**src/verilog/pfrc_regs.svh**
```systemverilog
// register indices, field positions, reset values and divide factors
`ifndef PFRC_REGS_SVH
`define PFRC_REGS_SVH

// register indices; byte address is four times the index
`define PFRC_IDX_PULLDOWN 8'h4b
`define PFRC_IDX_DRIVE_A 8'h4c
`define PFRC_IDX_DRIVE_B 8'h4d
`define PFRC_IDX_RATE 8'h4e
`define PFRC_IDX_CORE 8'h50
`define PFRC_IDX_STATUS 8'h51

// reset values
`define PFRC_RST_PULLDOWN 8'h00
`define PFRC_RST_DRIVE_A 8'h00
`define PFRC_RST_DRIVE_B 8'h00
`define PFRC_RST_RATE 8'h00
`define PFRC_RST_CORE 8'h00

// pull-down register fields
`define PFRC_BIT_BOOT_PD 4
`define PFRC_BIT_CCLK_PD 3
`define PFRC_BIT_CDAT_PD 2
`define PFRC_BIT_ADDR_PIN1_PULLDOWN_EN 1
`define PFRC_BIT_ADDR_PIN0_PULLDOWN_EN 0

// first drive register fields
`define PFRC_BIT_FRAME_DRV 4
`define PFRC_BIT_BITCLK_DRV 3
`define PFRC_BIT_CONV1_DRV 2
`define PFRC_BIT_CONV0_DRV 1

// second drive register fields
`define PFRC_BIT_CCLK_DRV 3
`define PFRC_BIT_CDAT_DRV 2

// rate register and core control fields
`define PFRC_RATE_MSB 2
`define PFRC_BIT_CORE_RUN 0
`define PFRC_CORE_SAMPLE_RATE_SEL_MSB 2
`define PFRC_CORE_SAMPLE_RATE_SEL_LSB 1
`define PFRC_CORE_SAMPLE_RATE_SEL_FAST 2'h3

// divide factors per code
`define PFRC_DIV_CODE0 5'h08
`define PFRC_DIV_CODE1 5'h09
`define PFRC_DIV_CODE2 5'h0a
`define PFRC_DIV_CODE3 5'h0c
`define PFRC_DIV_CODE4 5'h0e
`define PFRC_DIV_CODE5 5'h10

// bus responses
`define PFRC_RESP_OKAY 2'h0
`define PFRC_RESP_SLVERR 2'h2

`endif

```
**src/verilog/pfrc_pkg.sv**
```systemverilog
// types shared by the pad and fast rate control block
package pfrc_pkg;

  // register select decoded from an address
  typedef enum logic [2:0] {
    PFRC_SEL_NONE,
    PFRC_SEL_PD,
    PFRC_SEL_DRVA,
    PFRC_SEL_DRVB,
    PFRC_SEL_RATE,
    PFRC_SEL_CORE,
    PFRC_SEL_STAT
  } pfrc_sel_t;

  // pin controls driven to the pad ring
  typedef struct packed {
    logic boot_select_pulldown_en;
    logic ctrl_clock_pulldown_en;
    logic ctrl_data_pulldown_en;
    logic addr_pin1_pulldown_en;
    logic addr_pin0_pulldown_en;
    logic frame_clock_drive_sel;
    logic bit_clock_drive_sel;
    logic conv_out1_drive_sel;
    logic conv_out0_drive_sel;
    logic ctrl_clock_drive_sel;
    logic ctrl_data_drive_sel;
  } pfrc_pad_t;

  // software visible register contents
  typedef struct packed {
    logic [7:0] pin_pulldown_ctrl_b;
    logic [7:0] pin_drive_ctrl_a;
    logic [7:0] pin_drive_ctrl_b;
    logic [7:0] fast_rate_divider;
    logic [7:0] core_ctrl;
  } pfrc_regs_t;

  // whole state of the top module
  typedef struct packed {
    logic aw_held;
    logic w_held;
    pfrc_sel_t wsel;
    logic [7:0] wdata;
    logic wstrb0;
    logic bvalid;
    logic [1:0] bresp;
    logic rvalid;
    logic [1:0] rresp;
    logic [7:0] rdata;
    pfrc_regs_t regs;
    logic [2:0] applied;
  } pfrc_state_t;

  // whole state of the rate divider
  typedef struct packed {
    logic [4:0] count;
    logic pulse;
  } pfrc_div_state_t;

endpackage

```
**src/verilog/pfrc_rate_div.sv**
```systemverilog
// fast rate divider: counts master clock enables, emits one pulse per factor
`timescale 1ns/10ps
`include "pfrc_regs.svh"
module pfrc_rate_div
  import pfrc_pkg::*;
#(
  parameter int CNT_W = 5
) (
  input wire logic aclk,
  input wire logic aresetn,
  input wire logic mclk_en,
  input wire logic enable,
  input wire logic [2:0] code,
  output logic fast_rate_en
);

  pfrc_div_state_t s;
  pfrc_div_state_t s_n;
  logic [CNT_W-1:0] factor;

  // code to division factor; unlisted codes fall back to divide by 8
  always_comb begin
    unique case (code)
      3'h0: factor = CNT_W'(`PFRC_DIV_CODE0);
      3'h1: factor = CNT_W'(`PFRC_DIV_CODE1);
      3'h2: factor = CNT_W'(`PFRC_DIV_CODE2);
      3'h3: factor = CNT_W'(`PFRC_DIV_CODE3);
      3'h4: factor = CNT_W'(`PFRC_DIV_CODE4);
      3'h5: factor = CNT_W'(`PFRC_DIV_CODE5);
      default: factor = CNT_W'(`PFRC_DIV_CODE0);
    endcase
  end

  // count enables, wrap at factor, gate on fast rate select
  always_comb begin
    s_n = s;
    s_n.pulse = 1'b0;
    if (!enable) begin
      s_n.count = '0;
    end else if (mclk_en) begin
      if (s.count >= factor - CNT_W'(1)) begin
        s_n.count = '0;
        s_n.pulse = 1'b1;
      end else begin
        s_n.count = s.count + CNT_W'(1);
      end
    end
  end

  // state register
  always_ff @(posedge aclk) begin
    if (!aresetn) begin
      s <= '0;
    end else begin
      s <= s_n;
    end
  end

  assign fast_rate_en = s.pulse;
endmodule

```
**src/verilog/pfrc_top.sv**
```systemverilog
// pad pull-down, drive strength and fast rate registers behind AXI4-Lite
// Contract
// - an 8-bit pull-down register holds five enables in bits 4..0, 1 enables, reset 0.
// - the first drive register selects low or high drive in bits 4..1, reset 0.
// - the second drive register selects drive in bits 3 and 2, reset 0.
// - the 3-bit divider code divides the master clock only when the rate select is 11.
// - codes 000, 001, 010 divide by 8, 9, 10; the code resets to 000.
// - codes 011, 100, 101 divide by 12, 14, 16.
// - a new code takes effect only while core run is 0; a running core keeps the old one.
`timescale 1ns/10ps
`include "pfrc_regs.svh"
module pfrc_top
  import pfrc_pkg::*;
#(
  parameter int ADDR_W = 12
) (
  input wire logic aclk,
  input wire logic aresetn,
  input wire logic [ADDR_W-1:0] s_axi_awaddr,
  input wire logic s_axi_awvalid,
  output logic s_axi_awready,
  input wire logic [31:0] s_axi_wdata,
  input wire logic [3:0] s_axi_wstrb,
  input wire logic s_axi_wvalid,
  output logic s_axi_wready,
  output logic [1:0] s_axi_bresp,
  output logic s_axi_bvalid,
  input wire logic s_axi_bready,
  input wire logic [ADDR_W-1:0] s_axi_araddr,
  input wire logic s_axi_arvalid,
  output logic s_axi_arready,
  output logic [31:0] s_axi_rdata,
  output logic [1:0] s_axi_rresp,
  output logic s_axi_rvalid,
  input wire logic s_axi_rready,
  input wire logic mclk_en,
  output pfrc_pad_t pad_ctrl,
  output logic core_run,
  output logic [1:0] core_sample_rate_sel,
  output logic fast_rate_en
);

  pfrc_state_t s;
  pfrc_state_t s_n;
  logic aw_fire;
  logic w_fire;
  logic ar_fire;
  logic have_aw;
  logic have_w;
  logic do_write;
  pfrc_sel_t cur_sel;
  logic [7:0] cur_data;
  logic cur_strb;
  logic [7:0] rd_mux;
  logic [1:0] rd_resp;
  logic fast_sel;

  // word address to register select
  function automatic pfrc_sel_t decode(input logic [ADDR_W-1:0] a);
    logic [ADDR_W-3:0] idx;
    idx = a[ADDR_W-1:2];
    if (idx == (ADDR_W-2)'(`PFRC_IDX_PULLDOWN)) begin
      return PFRC_SEL_PD;
    end else if (idx == (ADDR_W-2)'(`PFRC_IDX_DRIVE_A)) begin
      return PFRC_SEL_DRVA;
    end else if (idx == (ADDR_W-2)'(`PFRC_IDX_DRIVE_B)) begin
      return PFRC_SEL_DRVB;
    end else if (idx == (ADDR_W-2)'(`PFRC_IDX_RATE)) begin
      return PFRC_SEL_RATE;
    end else if (idx == (ADDR_W-2)'(`PFRC_IDX_CORE)) begin
      return PFRC_SEL_CORE;
    end else if (idx == (ADDR_W-2)'(`PFRC_IDX_STATUS)) begin
      return PFRC_SEL_STAT;
    end
    return PFRC_SEL_NONE;
  endfunction

  // handshake readies; a channel stalls while its response is pending
  assign s_axi_awready = !s.aw_held && !s.bvalid;
  assign s_axi_wready = !s.w_held && !s.bvalid;
  assign s_axi_arready = !s.rvalid;
  assign aw_fire = s_axi_awvalid && s_axi_awready;
  assign w_fire = s_axi_wvalid && s_axi_wready;
  assign ar_fire = s_axi_arvalid && s_axi_arready;

  // merge held and arriving halves of a write
  assign have_aw = s.aw_held || aw_fire;
  assign have_w = s.w_held || w_fire;
  assign do_write = have_aw && have_w && !s.bvalid;
  assign cur_sel = s.aw_held ? s.wsel : decode(s_axi_awaddr);
  assign cur_data = s.w_held ? s.wdata : s_axi_wdata[7:0];
  assign cur_strb = s.w_held ? s.wstrb0 : s_axi_wstrb[0];

  // read data mux; full bytes read back, reserved bits included
  always_comb begin
    rd_mux = 8'h00;
    rd_resp = `PFRC_RESP_OKAY;
    unique case (decode(s_axi_araddr))
      PFRC_SEL_PD: rd_mux = s.regs.pin_pulldown_ctrl_b;
      PFRC_SEL_DRVA: rd_mux = s.regs.pin_drive_ctrl_a;
      PFRC_SEL_DRVB: rd_mux = s.regs.pin_drive_ctrl_b;
      PFRC_SEL_RATE: rd_mux = s.regs.fast_rate_divider;
      PFRC_SEL_CORE: rd_mux = s.regs.core_ctrl;
      PFRC_SEL_STAT: rd_mux = {4'h0, fast_sel, s.applied};
      PFRC_SEL_NONE: rd_resp = `PFRC_RESP_SLVERR;
    endcase
  end

  // next state: bus channels, register writes, applied divider code
  always_comb begin
    s_n = s;
    if (s.bvalid && s_axi_bready) begin
      s_n.bvalid = 1'b0;
    end
    if (do_write) begin
      s_n.aw_held = 1'b0;
      s_n.w_held = 1'b0;
      s_n.bvalid = 1'b1;
      s_n.bresp = `PFRC_RESP_OKAY;
      unique case (cur_sel)
        PFRC_SEL_PD: begin
          if (cur_strb) s_n.regs.pin_pulldown_ctrl_b = cur_data;
        end
        PFRC_SEL_DRVA: begin
          if (cur_strb) s_n.regs.pin_drive_ctrl_a = cur_data;
        end
        PFRC_SEL_DRVB: begin
          if (cur_strb) s_n.regs.pin_drive_ctrl_b = cur_data;
        end
        PFRC_SEL_RATE: begin
          if (cur_strb) s_n.regs.fast_rate_divider = cur_data;
        end
        PFRC_SEL_CORE: begin
          if (cur_strb) s_n.regs.core_ctrl = cur_data;
        end
        PFRC_SEL_STAT: begin
          s_n.bresp = `PFRC_RESP_OKAY; // read-only, write dropped
        end
        PFRC_SEL_NONE: begin
          s_n.bresp = `PFRC_RESP_SLVERR;
        end
      endcase
    end else begin
      if (aw_fire) begin
        s_n.aw_held = 1'b1;
        s_n.wsel = decode(s_axi_awaddr);
      end
      if (w_fire) begin
        s_n.w_held = 1'b1;
        s_n.wdata = s_axi_wdata[7:0];
        s_n.wstrb0 = s_axi_wstrb[0];
      end
    end
    if (s.rvalid && s_axi_rready) begin
      s_n.rvalid = 1'b0;
    end
    if (ar_fire) begin
      s_n.rvalid = 1'b1;
      s_n.rdata = rd_mux;
      s_n.rresp = rd_resp;
    end
    // code passes to the divider only with the core stopped
    if (!core_run) begin
      s_n.applied = s.regs.fast_rate_divider[`PFRC_RATE_MSB:0];
    end
  end

  // state register, all reset values zero
  always_ff @(posedge aclk) begin
    if (!aresetn) begin
      s <= '0;
      s.regs.pin_pulldown_ctrl_b <= `PFRC_RST_PULLDOWN;
      s.regs.pin_drive_ctrl_a <= `PFRC_RST_DRIVE_A;
      s.regs.pin_drive_ctrl_b <= `PFRC_RST_DRIVE_B;
      s.regs.fast_rate_divider <= `PFRC_RST_RATE;
      s.regs.core_ctrl <= `PFRC_RST_CORE;
    end else begin
      s <= s_n;
    end
  end

  // bus outputs from flops, upper bits zero
  assign s_axi_bvalid = s.bvalid;
  assign s_axi_bresp = s.bresp;
  assign s_axi_rvalid = s.rvalid;
  assign s_axi_rresp = s.rresp;
  assign s_axi_rdata = {24'h00_0000, s.rdata};

  // core control fields
  assign core_run = s.regs.core_ctrl[`PFRC_BIT_CORE_RUN];
  assign core_sample_rate_sel = s.regs.core_ctrl[`PFRC_CORE_SAMPLE_RATE_SEL_MSB:`PFRC_CORE_SAMPLE_RATE_SEL_LSB];
  assign fast_sel = core_sample_rate_sel == `PFRC_CORE_SAMPLE_RATE_SEL_FAST;

  // pull-down enables, named bits only
  assign pad_ctrl.boot_select_pulldown_en = s.regs.pin_pulldown_ctrl_b[`PFRC_BIT_BOOT_PD];
  assign pad_ctrl.ctrl_clock_pulldown_en = s.regs.pin_pulldown_ctrl_b[`PFRC_BIT_CCLK_PD];
  assign pad_ctrl.ctrl_data_pulldown_en = s.regs.pin_pulldown_ctrl_b[`PFRC_BIT_CDAT_PD];
  assign pad_ctrl.addr_pin1_pulldown_en = s.regs.pin_pulldown_ctrl_b[`PFRC_BIT_ADDR_PIN1_PULLDOWN_EN];
  assign pad_ctrl.addr_pin0_pulldown_en = s.regs.pin_pulldown_ctrl_b[`PFRC_BIT_ADDR_PIN0_PULLDOWN_EN];

  // drive selects, reserved bits left unconnected
  assign pad_ctrl.frame_clock_drive_sel = s.regs.pin_drive_ctrl_a[`PFRC_BIT_FRAME_DRV];
  assign pad_ctrl.bit_clock_drive_sel = s.regs.pin_drive_ctrl_a[`PFRC_BIT_BITCLK_DRV];
  assign pad_ctrl.conv_out1_drive_sel = s.regs.pin_drive_ctrl_a[`PFRC_BIT_CONV1_DRV];
  assign pad_ctrl.conv_out0_drive_sel = s.regs.pin_drive_ctrl_a[`PFRC_BIT_CONV0_DRV];
  assign pad_ctrl.ctrl_clock_drive_sel = s.regs.pin_drive_ctrl_b[`PFRC_BIT_CCLK_DRV];
  assign pad_ctrl.ctrl_data_drive_sel = s.regs.pin_drive_ctrl_b[`PFRC_BIT_CDAT_DRV];

  // fast rate enable from the applied code
  pfrc_rate_div #(
    .CNT_W(5)
  ) u_rate_div (
    .aclk(aclk),
    .aresetn(aresetn),
    .mclk_en(mclk_en),
    .enable(fast_sel),
    .code(s.applied),
    .fast_rate_en(fast_rate_en)
  );
endmodule

```
**config.mk**
```make
export PLATFORM = sky130hd
export DESIGN_NAME = pfrc_top
export DESIGN_NICKNAME = d
export VERILOG_FILES = /design/src/verilog/pfrc_pkg.sv /design/src/verilog/pfrc_rate_div.sv /design/src/verilog/pfrc_top.sv
export VERILOG_INCLUDE_DIRS = /design/src /design/src/verilog
export SDC_FILE = /design/constraint.sdc
export NUM_CORES = 1
export LEC_CHECK = 0
export BUFFER_PORTS_ARGS = -buffer_cell sky130_fd_sc_hd__buf_2
export CAP_MARGIN = 25
export CORE_AREA = 2 2 117 119
export DETAILED_ROUTE_END_ITERATION = 10
export DIE_AREA = 0 0 119 121
export SYNTH_ARGS = -nofsm -noshare
export SYNTH_HDL_FRONTEND = slang
export SYNTH_SLANG_ARGS = --single-unit
```
**constraint.sdc**
```tcl
create_clock -name aclk -period 3.39 [get_ports aclk]
set_clock_uncertainty 0.2 [all_clocks]
set_input_delay 0 -clock aclk [delete_from_list [all_inputs] [get_ports aclk]]
set_output_delay 0 -clock aclk [all_outputs]
set_load 0.01 [all_outputs]
```
# Word-level counts from Yosys, hierarchy flattened
# Cells that the tools add are included.
[word_totals] reg_bits=77 latch_bits=0 mem_bits_rw=0 rom_bits=0 word_cells=123 n_memories=0
[op_classes] addsub=2 mul=0 div_mod_pow=0 magnitude_cmp=1 eq_ne=29 shifts=0 mux=42 bitwise_logic=2 n_reduce_logical=29
[ops] op="$eq 10x7->1 const B" count=12
[ops] op="$mux 3" count=17
[ops] op="$pmux 8 s6" count=1
[ops] op="$pmux 5 s5" count=1
[ops] op="$eq 3x3->1 const B" count=7
[ops] op="$eq 3x2->1 const B" count=6
[ops] op="$mux 1" count=18
[ops] op="$reduce_and 3->1" count=6
[ops] op="$mux 11" count=1
[ops] op="$eq 3x1->1 const B" count=3
[ops] op="$logic_and 1x1->1" count=9
[ops] op="$mux 8" count=1
[ops] op="$logic_not 3->1" count=2
[ops] op="$reduce_and 2->1" count=3
[ops] op="$add 5x1->5 const B" count=1
[ops] op="$ge 5x5->1" count=1
[ops] op="$mux 5" count=1
[ops] op="$sub 5x1->5 const B" count=1
[ops] op="$logic_not 1->1" count=4
[ops] op="$mux 2" count=2
[ops] op="$reduce_bool 2->1" count=2
[ops] op="$eq 2x2->1 const B" count=1
[ops] op="$logic_or 1x1->1" count=2
[ops] op="$not 1->1" count=2
[ops] op="$reduce_or 2->1" count=1

# Logic depth before layout (Yosys ltp)
# Gate-level depths: netlist (run 1).
[logic_depth] depth_word=12 ltp_mapped=13 ltp_nobuf=13

# Hierarchy
# From an unflattened synthesis (run 1), not the netlist that was laid out.
[hier_totals] cells_unflattened=470 hier_area_um2=4267.8
[by_module_without_submodules] mod="pfrc_top" instances=1 cells_each=412 area_per_inst_um2=3749.8 seq_area_each_um2=1381.3
[by_module_without_submodules] mod="pfrc_rate_div" instances=1 cells_each=58 area_per_inst_um2=518.0 seq_area_each_um2=120.1

# Worst setup path after synthesis (run 1)
# Ideal clock, no wire load.
[synth_timing] kind="register -> register" from="register s[2] (netlist name)" to="register u_rate_div.s[1] (netlist name)" t_arrival_ps=2661 required_time_ps=3130 path_slack_ps=469 stages_incl_launch_ff=14 synth_period_minus_slack_ps=2921 cell_sequence="dfxtp_1 -> inv_1 -> ha_1 -> nor2_1 -> o21ai_0 -> ha_1 -> nor3b_1 -> mux2i_1 -> nor2_1 -> a21oi_1 -> ha_1 -> a21o_1 -> a221oi_1 -> and2_1"
[synth_via] elab_chain_len=5 word_cells_on_any_way=9
[synth_rtl] element="start: declaration" line="pfrc_top.sv:43" text="pfrc_state_t s;"
[synth_rtl] element="start signal: assignment" line="pfrc_top.sv:178" text="s <= s_n;"
[synth_rtl] element="$eq 3x3->1 (tied with other cells)" line="pfrc_rate_div.sv:23" text="unique case (code)"
[synth_rtl] element="$pmux 5 s5 (*)" line="pfrc_rate_div.sv:23"
[synth_rtl] element="$sub 5x1->5 (*)" line="pfrc_rate_div.sv:41" text="if (s.count >= factor - CNT_W'(1)) begin"
[synth_rtl] element="$ge 5x5->1 (*)" line="pfrc_rate_div.sv:41"
[synth_rtl] element="$mux 5 (*)" line="pfrc_rate_div.sv:41"
[synth_rtl] element="end signal: assignment" line="pfrc_rate_div.sv:55" text="s <= s_n;"
[synth_rtl] element="end: declaration" line="pfrc_rate_div.sv:17" text="pfrc_div_state_t s;"
# Every way passes the cells marked *; elsewhere a longest branch is shown, timed or not.
# A chain may end at the register's enable or synchronous reset.

# Worst setup path in the final report (run 1)
[layout_timing] from="register s[2] (netlist name)" to="register u_rate_div.s[5] (netlist name)"
# Same word-level chain as after synthesis.

==> results of run 1 <==
## sequential cells by signal, indices dropped and copies added, names as in the netlist
| register | count |
|---|---|
| s | 43 |
| core_run | 1 |
| s_axi_bvalid | 1 |
| s_axi_bresp | 1 |
| s_axi_rdata | 8 |
| s_axi_rresp | 1 |
| u_rate_div.s | 5 |
| pad_ctrl | 11 |
| core_sample_rate_sel | 2 |
| u_rate_div.fast_rate_en | 1 |
| s_axi_rvalid | 1 |
## layout make-up
class                      instances  area [um2]  area share, %
multi-input combinational        314        2260           46.7
clock inverter                     5        35.0          0.722
inverter                           6        22.5          0.464
tap                              176         220           4.54
sequential                        75        1500           30.9
clock buffer                      11         243           5.00
timing repair buffer              90         566           11.7
## critical path: stages (launching register included)
cell	delay, ns
dfxtp_1	0.43
inv_2	0.12
ha_4	0.30
nor2_1	0.04
o21ai_0	0.12
ha_1	0.22
nor3b_2	0.23
mux2i_1	0.21
nor2_1	0.05
a21oi_1	0.12
ha_1	0.28
a21o_1	0.21
a221oi_4	0.33
and2_1	0.18
## through the flow
stage	utilization [%]	setup slack [ns]	cell area [um2]	hold slack [ns]	power, mW
global placement	33.0	0.270	4320	0.0377	1.10
CTS	36.9	0.110	4820	0.0234	2.00
global route	37.1	0.0452	4850	0.0926	2.07
floorplan	-	0.469	4190	-0.0622	1.06
finish	37.1	0.299	4850	0.0343	1.98
detailed placement	33.0	0.0437	4320	0.0474	1.10
## cell families (layout without fill, tap and decap cells)
kind of cell | after synthesis | after routing | synth area share (%)
XOR/XNOR | 6 | 6 | 1.28
other | 1 | 26 | 0.0917
multiplexers | 74 | 74 | 18.3
flip-flops | 75 | 75 | 36.7
AO/OA/AOI/OAI | 60 | 60 | 11.9
AND/OR/NAND/NOR | 140 | 140 | 18.2
buffers and inverters | 72 | 112 | 11.1
adder cells (fa/ha/maj) | 8 | 8 | 2.45
## path summary, 6_finish.rpt
check / cells after the start / slack (ns) / from / to
hold / removal: 5 / 0.03 / s_axi_awaddr[2] / s[67]$_SDFFE_PN0P_
hold reg to reg: 2 / 0.26 / s[26]$_SDFFE_PN0P_ / s[26]$_SDFFE_PN0P_
setup / recovery: 13 / 0.30 / s[2]$_SDFFE_PN0N_ / u_rate_div.s[5]$_SDFFE_PN0P_
setup reg to reg: 13 / 0.30 / s[2]$_SDFFE_PN0N_ / u_rate_div.s[5]$_SDFFE_PN0P_
## power by group
group	leakage [nW]	switching (mW)	internal, mW
clock network	0.136	0.362	0.518
registers	0.606	0.0149	0.894
logic	1.35	0.105	0.0839
## routing by layer
layer	vias up	GRT usage, %	share of wire [%]
met5	-	0	0
met4	0	4.46	1.2
met3	6	2.91	4.0
met2	73	20.8	46
met1	1452	17.0	48
li1	1582	-	-
## Yosys cell counts (4+ instances only)
library cell | count | share of area [%]
inv_1 | 6 | 0.55
nand2b_1 | 5 | 0.76
a21oi_1 | 9 | 1.1
nor2b_1 | 20 | 3.1
o2bb2ai_1 | 4 | 0.86
nor3b_1 | 4 | 0.73
o21ai_0 | 4 | 0.49
clkbuf_1 | 14 | 1.3
a21o_1 | 5 | 0.92
ha_1 | 8 | 2.4
nor3_1 | 4 | 0.49
nor2_1 | 16 | 1.5
a22o_1 | 8 | 1.7
nand3b_1 | 7 | 1.3
xnor2_1 | 5 | 1.1
nand2_1 | 58 | 5.3
buf_4 | 49 | 9.0
o22ai_1 | 5 | 0.76
and2_1 | 6 | 0.92
a221o_1 | 8 | 2.0
dfxtp_1 | 75 | 37
mux2_2 | 8 | 2.2
mux2i_1 | 66 | 16
## timing repair
item	in CTS	in global routing
resized for setup	1	4
hold buffers	22	0
buffers inserted	0	0
hold endpoints to repair	24	0
endpoints found under the setup margin	1	6
==> results_dict.tcl, run 1 <==
set metrics [dict create \
    status "completed" \
    syn_area_um2 4090 \
    fin_crit_ns 3.09 \
    drive_gt1_share_pct 21.0 \
    track_usage_pct 12.9 \
    synthCells 436 \
    first_global_vias 2896 \
    finalSetupViolCount 0 \
    ys_seq_area_share_pct 36.7 \
    routedWlPerCell_um 13.5 \
    area_growth_pct 18.6 \
    hold_viol_final 0 \
    n_antenna_cell 0 \
    ios 124 \
    fillerInstances 1338 \
    synth_flop_cell "dfxtp_1" \
    core_um2 13100 \
    ant_nets 0 \
    nNetsFinal 572 \
    cts_tree "built" \
    clkTransAtPathRegs_ns 0.06 \
    worstPathArrival_ns 3.16 \
    antenna_found_initial 0 \
    cts_htree_levels 3 \
    tightest_slew_ns 0.880 \
    finalWeightedCongestion 0.755 \
    rows 42 \
    crit_fanout 7 \
    cts.sinks 75 \
    root_buffer "clkbuf_16" \
    drc 0 \
    die_w_um 119 \
    die_y_um 121 \
    die-area_um2 14400 \
    fin_crit_sh_pct 91.2 \
    worstSkewPairLatency_ns 0.33 \
    synth_edf_count 0 \
    initial_core_util_pct 31.3 \
    layout_commonest_cell "dfxtp_1" \
    powerDensity_nw_per_um2 408 \
    via_per_inst 4.60 \
    critPathLaunchType "flop" \
    max_freq_ghz 0.323 \
    maxSlewHeadroom_pct 41.3 \
    ys_types 52 \
    grt_max_degree 50 \
    hold_path_class "primary input to flop" \
    rsz0062_at_grt "no" \
    vias 3113 \
    max-cap-violations 0 \
    cp.required_ns 3.46 \
    hpwl_um 6580 \
    synth_seq_cells 75 \
    first_pass_iters 4 \
    timing_worst_setup_path_type "flop to flop" \
    cts_made_buffers 9 \
    dpl.cell_count 639 \
    avgSynthCellArea_um2 9.38 \
    fin_cells 677 \
    async_flop_share_pct 0 \
    dr.first_iter.drc_count 186 \
    vdd_ir_drop_max_mv 0.192 \
    grt-ovfl-total 0 \
    portBuffers 66 \
    end_kind "flop" \
    grt_pass1_wl_um 14600 \
    clockBufferDepth 2 \
    synth_warnings 0 \
    tns_ns 0 \
    layout_common_cells "75 x dfxtp_1, 66 x mux2i_1, 66 x buf_2" \
    slew_viol_final 0 \
    p_leak_nw 2.09 \
    wirelength_um 9160 \
]
No activity file was read; power rests on OpenSTA's default activity.
==> run 2: changes to the inputs <==
Settings changed: PLACE_DENSITY from default to 0.57.
==> results_dict.tcl, run 2 (synthesized netlist as in run 1, its figures left out) <==
set metrics [dict create \
    status "completed" \
    hold_path_end "s[66]$_SDFFE_PN0P_" \
    hold_depth 4 \
    clkTransAtPathRegs_ns 0.06 \
    die-area_um2 14400 \
    worstPathArrival_ns 3.16 \
    fin_crit_ns 3.09 \
    routedWlPerCell_um 13.5 \
    busiest_layer "met2" \
    max_freq_ghz 0.324 \
    fin_crit_sh_pct 91.1 \
    critPathLaunchType "flop" \
    cts_made_buffers 9 \
    tns_ns 0 \
    reg2regPathDepth 13 \
    initial_core_util_pct 31.3 \
    drive_gt1_share_pct 20.9 \
    finalSetupViolCount 0 \
    clockBufferDepth 2 \
    powerDensity_nw_per_um2 441 \
    r2r_slack_ns 0.30 \
    rsz0062_at_grt "no" \
    layout_commonest_cell "dfxtp_1" \
    globalRouteMet2Util_pct 20.3 \
    holdWs_ns 0.0205 \
    portBuffers 66 \
    layout_common_cells "75 x dfxtp_1, 66 x mux2i_1, 66 x buf_2" \
    max-cap-violations 0 \
    nNetsFinal 573 \
    area_growth_pct 19.6 \
    n_antenna_cell 0 \
    grt_pass1_wl_um 14600 \
    crit_fanout 7 \
    slew_viol_final 0 \
    rows 42 \
    p_leak_nw 2.13 \
    total_power_mw 2.16 \
    vdd_ir_drop_max_mv 0.251 \
    core_um2 13100 \
    cp.required_ns 3.46 \
    timing_worst_setup_path_type "flop to flop" \
    finalWeightedCongestion 0.719 \
    maxSlewHeadroom_pct 44.0 \
    vias 3147 \
    dpl-instance-area_um2 4330 \
    hpwl_um 6580 \
    regArea_um2 1500 \
    worstSkewPairLatency_ns 0.33 \
    dr.first_iter.drc_count 120 \
    ant_nets 0 \
    end_kind "flop" \
    cts.sinks 75 \
    grt-ovfl-total 0 \
    grtUsageMet1_pct 17.1 \
    first_pass_iters 4 \
    ios 124 \
    die_y_um 121 \
    regToRegStartpoint "s[2]$_SDFFE_PN0N_" \
    tightest_slew_ns 0.833 \
    design_area_um2 4890 \
    top_register "s" \
    largest_reg_flops 43 \
    hold_path_class "primary input to flop" \
    hold_viol_final 0 \
    wirelength_um 9180 \
    cts_tree "built" \
    cts_htree_levels 3 \
    first_global_vias 2915 \
    multi_input_area_um2 2240 \
    drc 0 \
    met3_usage_pct 2.58 \
    hold_path.startpoint "s_axi_awaddr[6]" \
    reg2reg_to "u_rate_div.s[5]$_SDFFE_PN0P_" \
    grt_max_degree 44 \
    root_buffer "clkbuf_16" \
    antenna_found_initial 0 \
    via_per_inst 4.64 \
    track_usage_pct 12.8 \
    fillerInstances 1302 \
    die_w_um 119 \
]
-- run 2: area by class of cell --
cell class,count,area share (%)
Multi-Input combinational cell,314,45.8
Sequential cell,75,30.7
Timing Repair Buffer,91,11.7
Clock buffer,11,5.16
Tap cell,176,4.50
Clock inverter,5,1.69
Inverter,6,0.460
-- run 2: worst max-delay path: stages, from the launching register on --
cell and delay [ns]:
dfxtp_1 0.39, inv_1 0.15, ha_1 0.38, nor2_1 0.05, o21ai_0 0.08, ha_1 0.19, nor3b_2 0.22, mux2i_1 0.20
nor2_1 0.05, a21oi_1 0.14, ha_1 0.28, a21o_1 0.19, a221oi_2 0.33, and2_1 0.17
-- run 2: power breakdown --
group	internal (mW)	switching, mW
clock	0.687	0.372
sequential	0.894	0.0151
combinational	0.0853	0.105
total	1.67	0.492
-- run 2: worst max-delay path by stage --
stage | start | end | slack (ns) | depth (start not counted)
after detailed placement | s[2]$_SDFFE_PN0N_ | u_rate_div.s[5]$_SDFFE_PN0P_ | 0.14 | 13
final | s[2]$_SDFFE_PN0N_ | u_rate_div.s[5]$_SDFFE_PN0P_ | 0.30 | 13
after floorplan | s[2]$_SDFFE_PN0N_ | u_rate_div.s[1]$_SDFFE_PN0P_ | 0.47 | 13
after global routing | s[2]$_SDFFE_PN0N_ | u_rate_div.s[4]$_SDFFE_PN0P_ | 0.05 | 13
after CTS | s[2]$_SDFFE_PN0N_ | u_rate_div.s[5]$_SDFFE_PN0P_ | 0.12 | 13
after global placement | s[2]$_SDFFE_PN0N_ | u_rate_div.s[3]$_SDFFE_PN0P_ | 0.26 | 13
-- run 2: timing repair --
| item | in CTS | in global routing |
|---|---|---|
| buffers inserted | 0 | 0 |
| endpoints found under the hold margin | 23 | 0 |
| setup endpoints to repair | 0 | 4 |
| gates resized for setup | 0 | 2 |
| hold buffers | 22 | 0 |
-- run 2: per-layer routing --
layer	vias to the layer above	part of all wire, %	wire (um)
met3	10	3.6	327
met1	1466	51	4650
met2	85	45	4100
li1	1586	-	-
met4	0	1.2	108
met5	-	0	0
-- run 2: metrics by stage --
| step | util [%] | std cells | setup slack [ns] |
|---|---|---|---|
| final | 37.4 | 678 | 0.301 |
| after global routing | 37.4 | 678 | 0.0454 |
| after CTS | 37.3 | 678 | 0.123 |
| after detailed placement | 33.1 | 640 | 0.141 |
| after global placement | 33.1 | 640 | 0.265 |
| after floorplan | - | 461 | 0.469 |
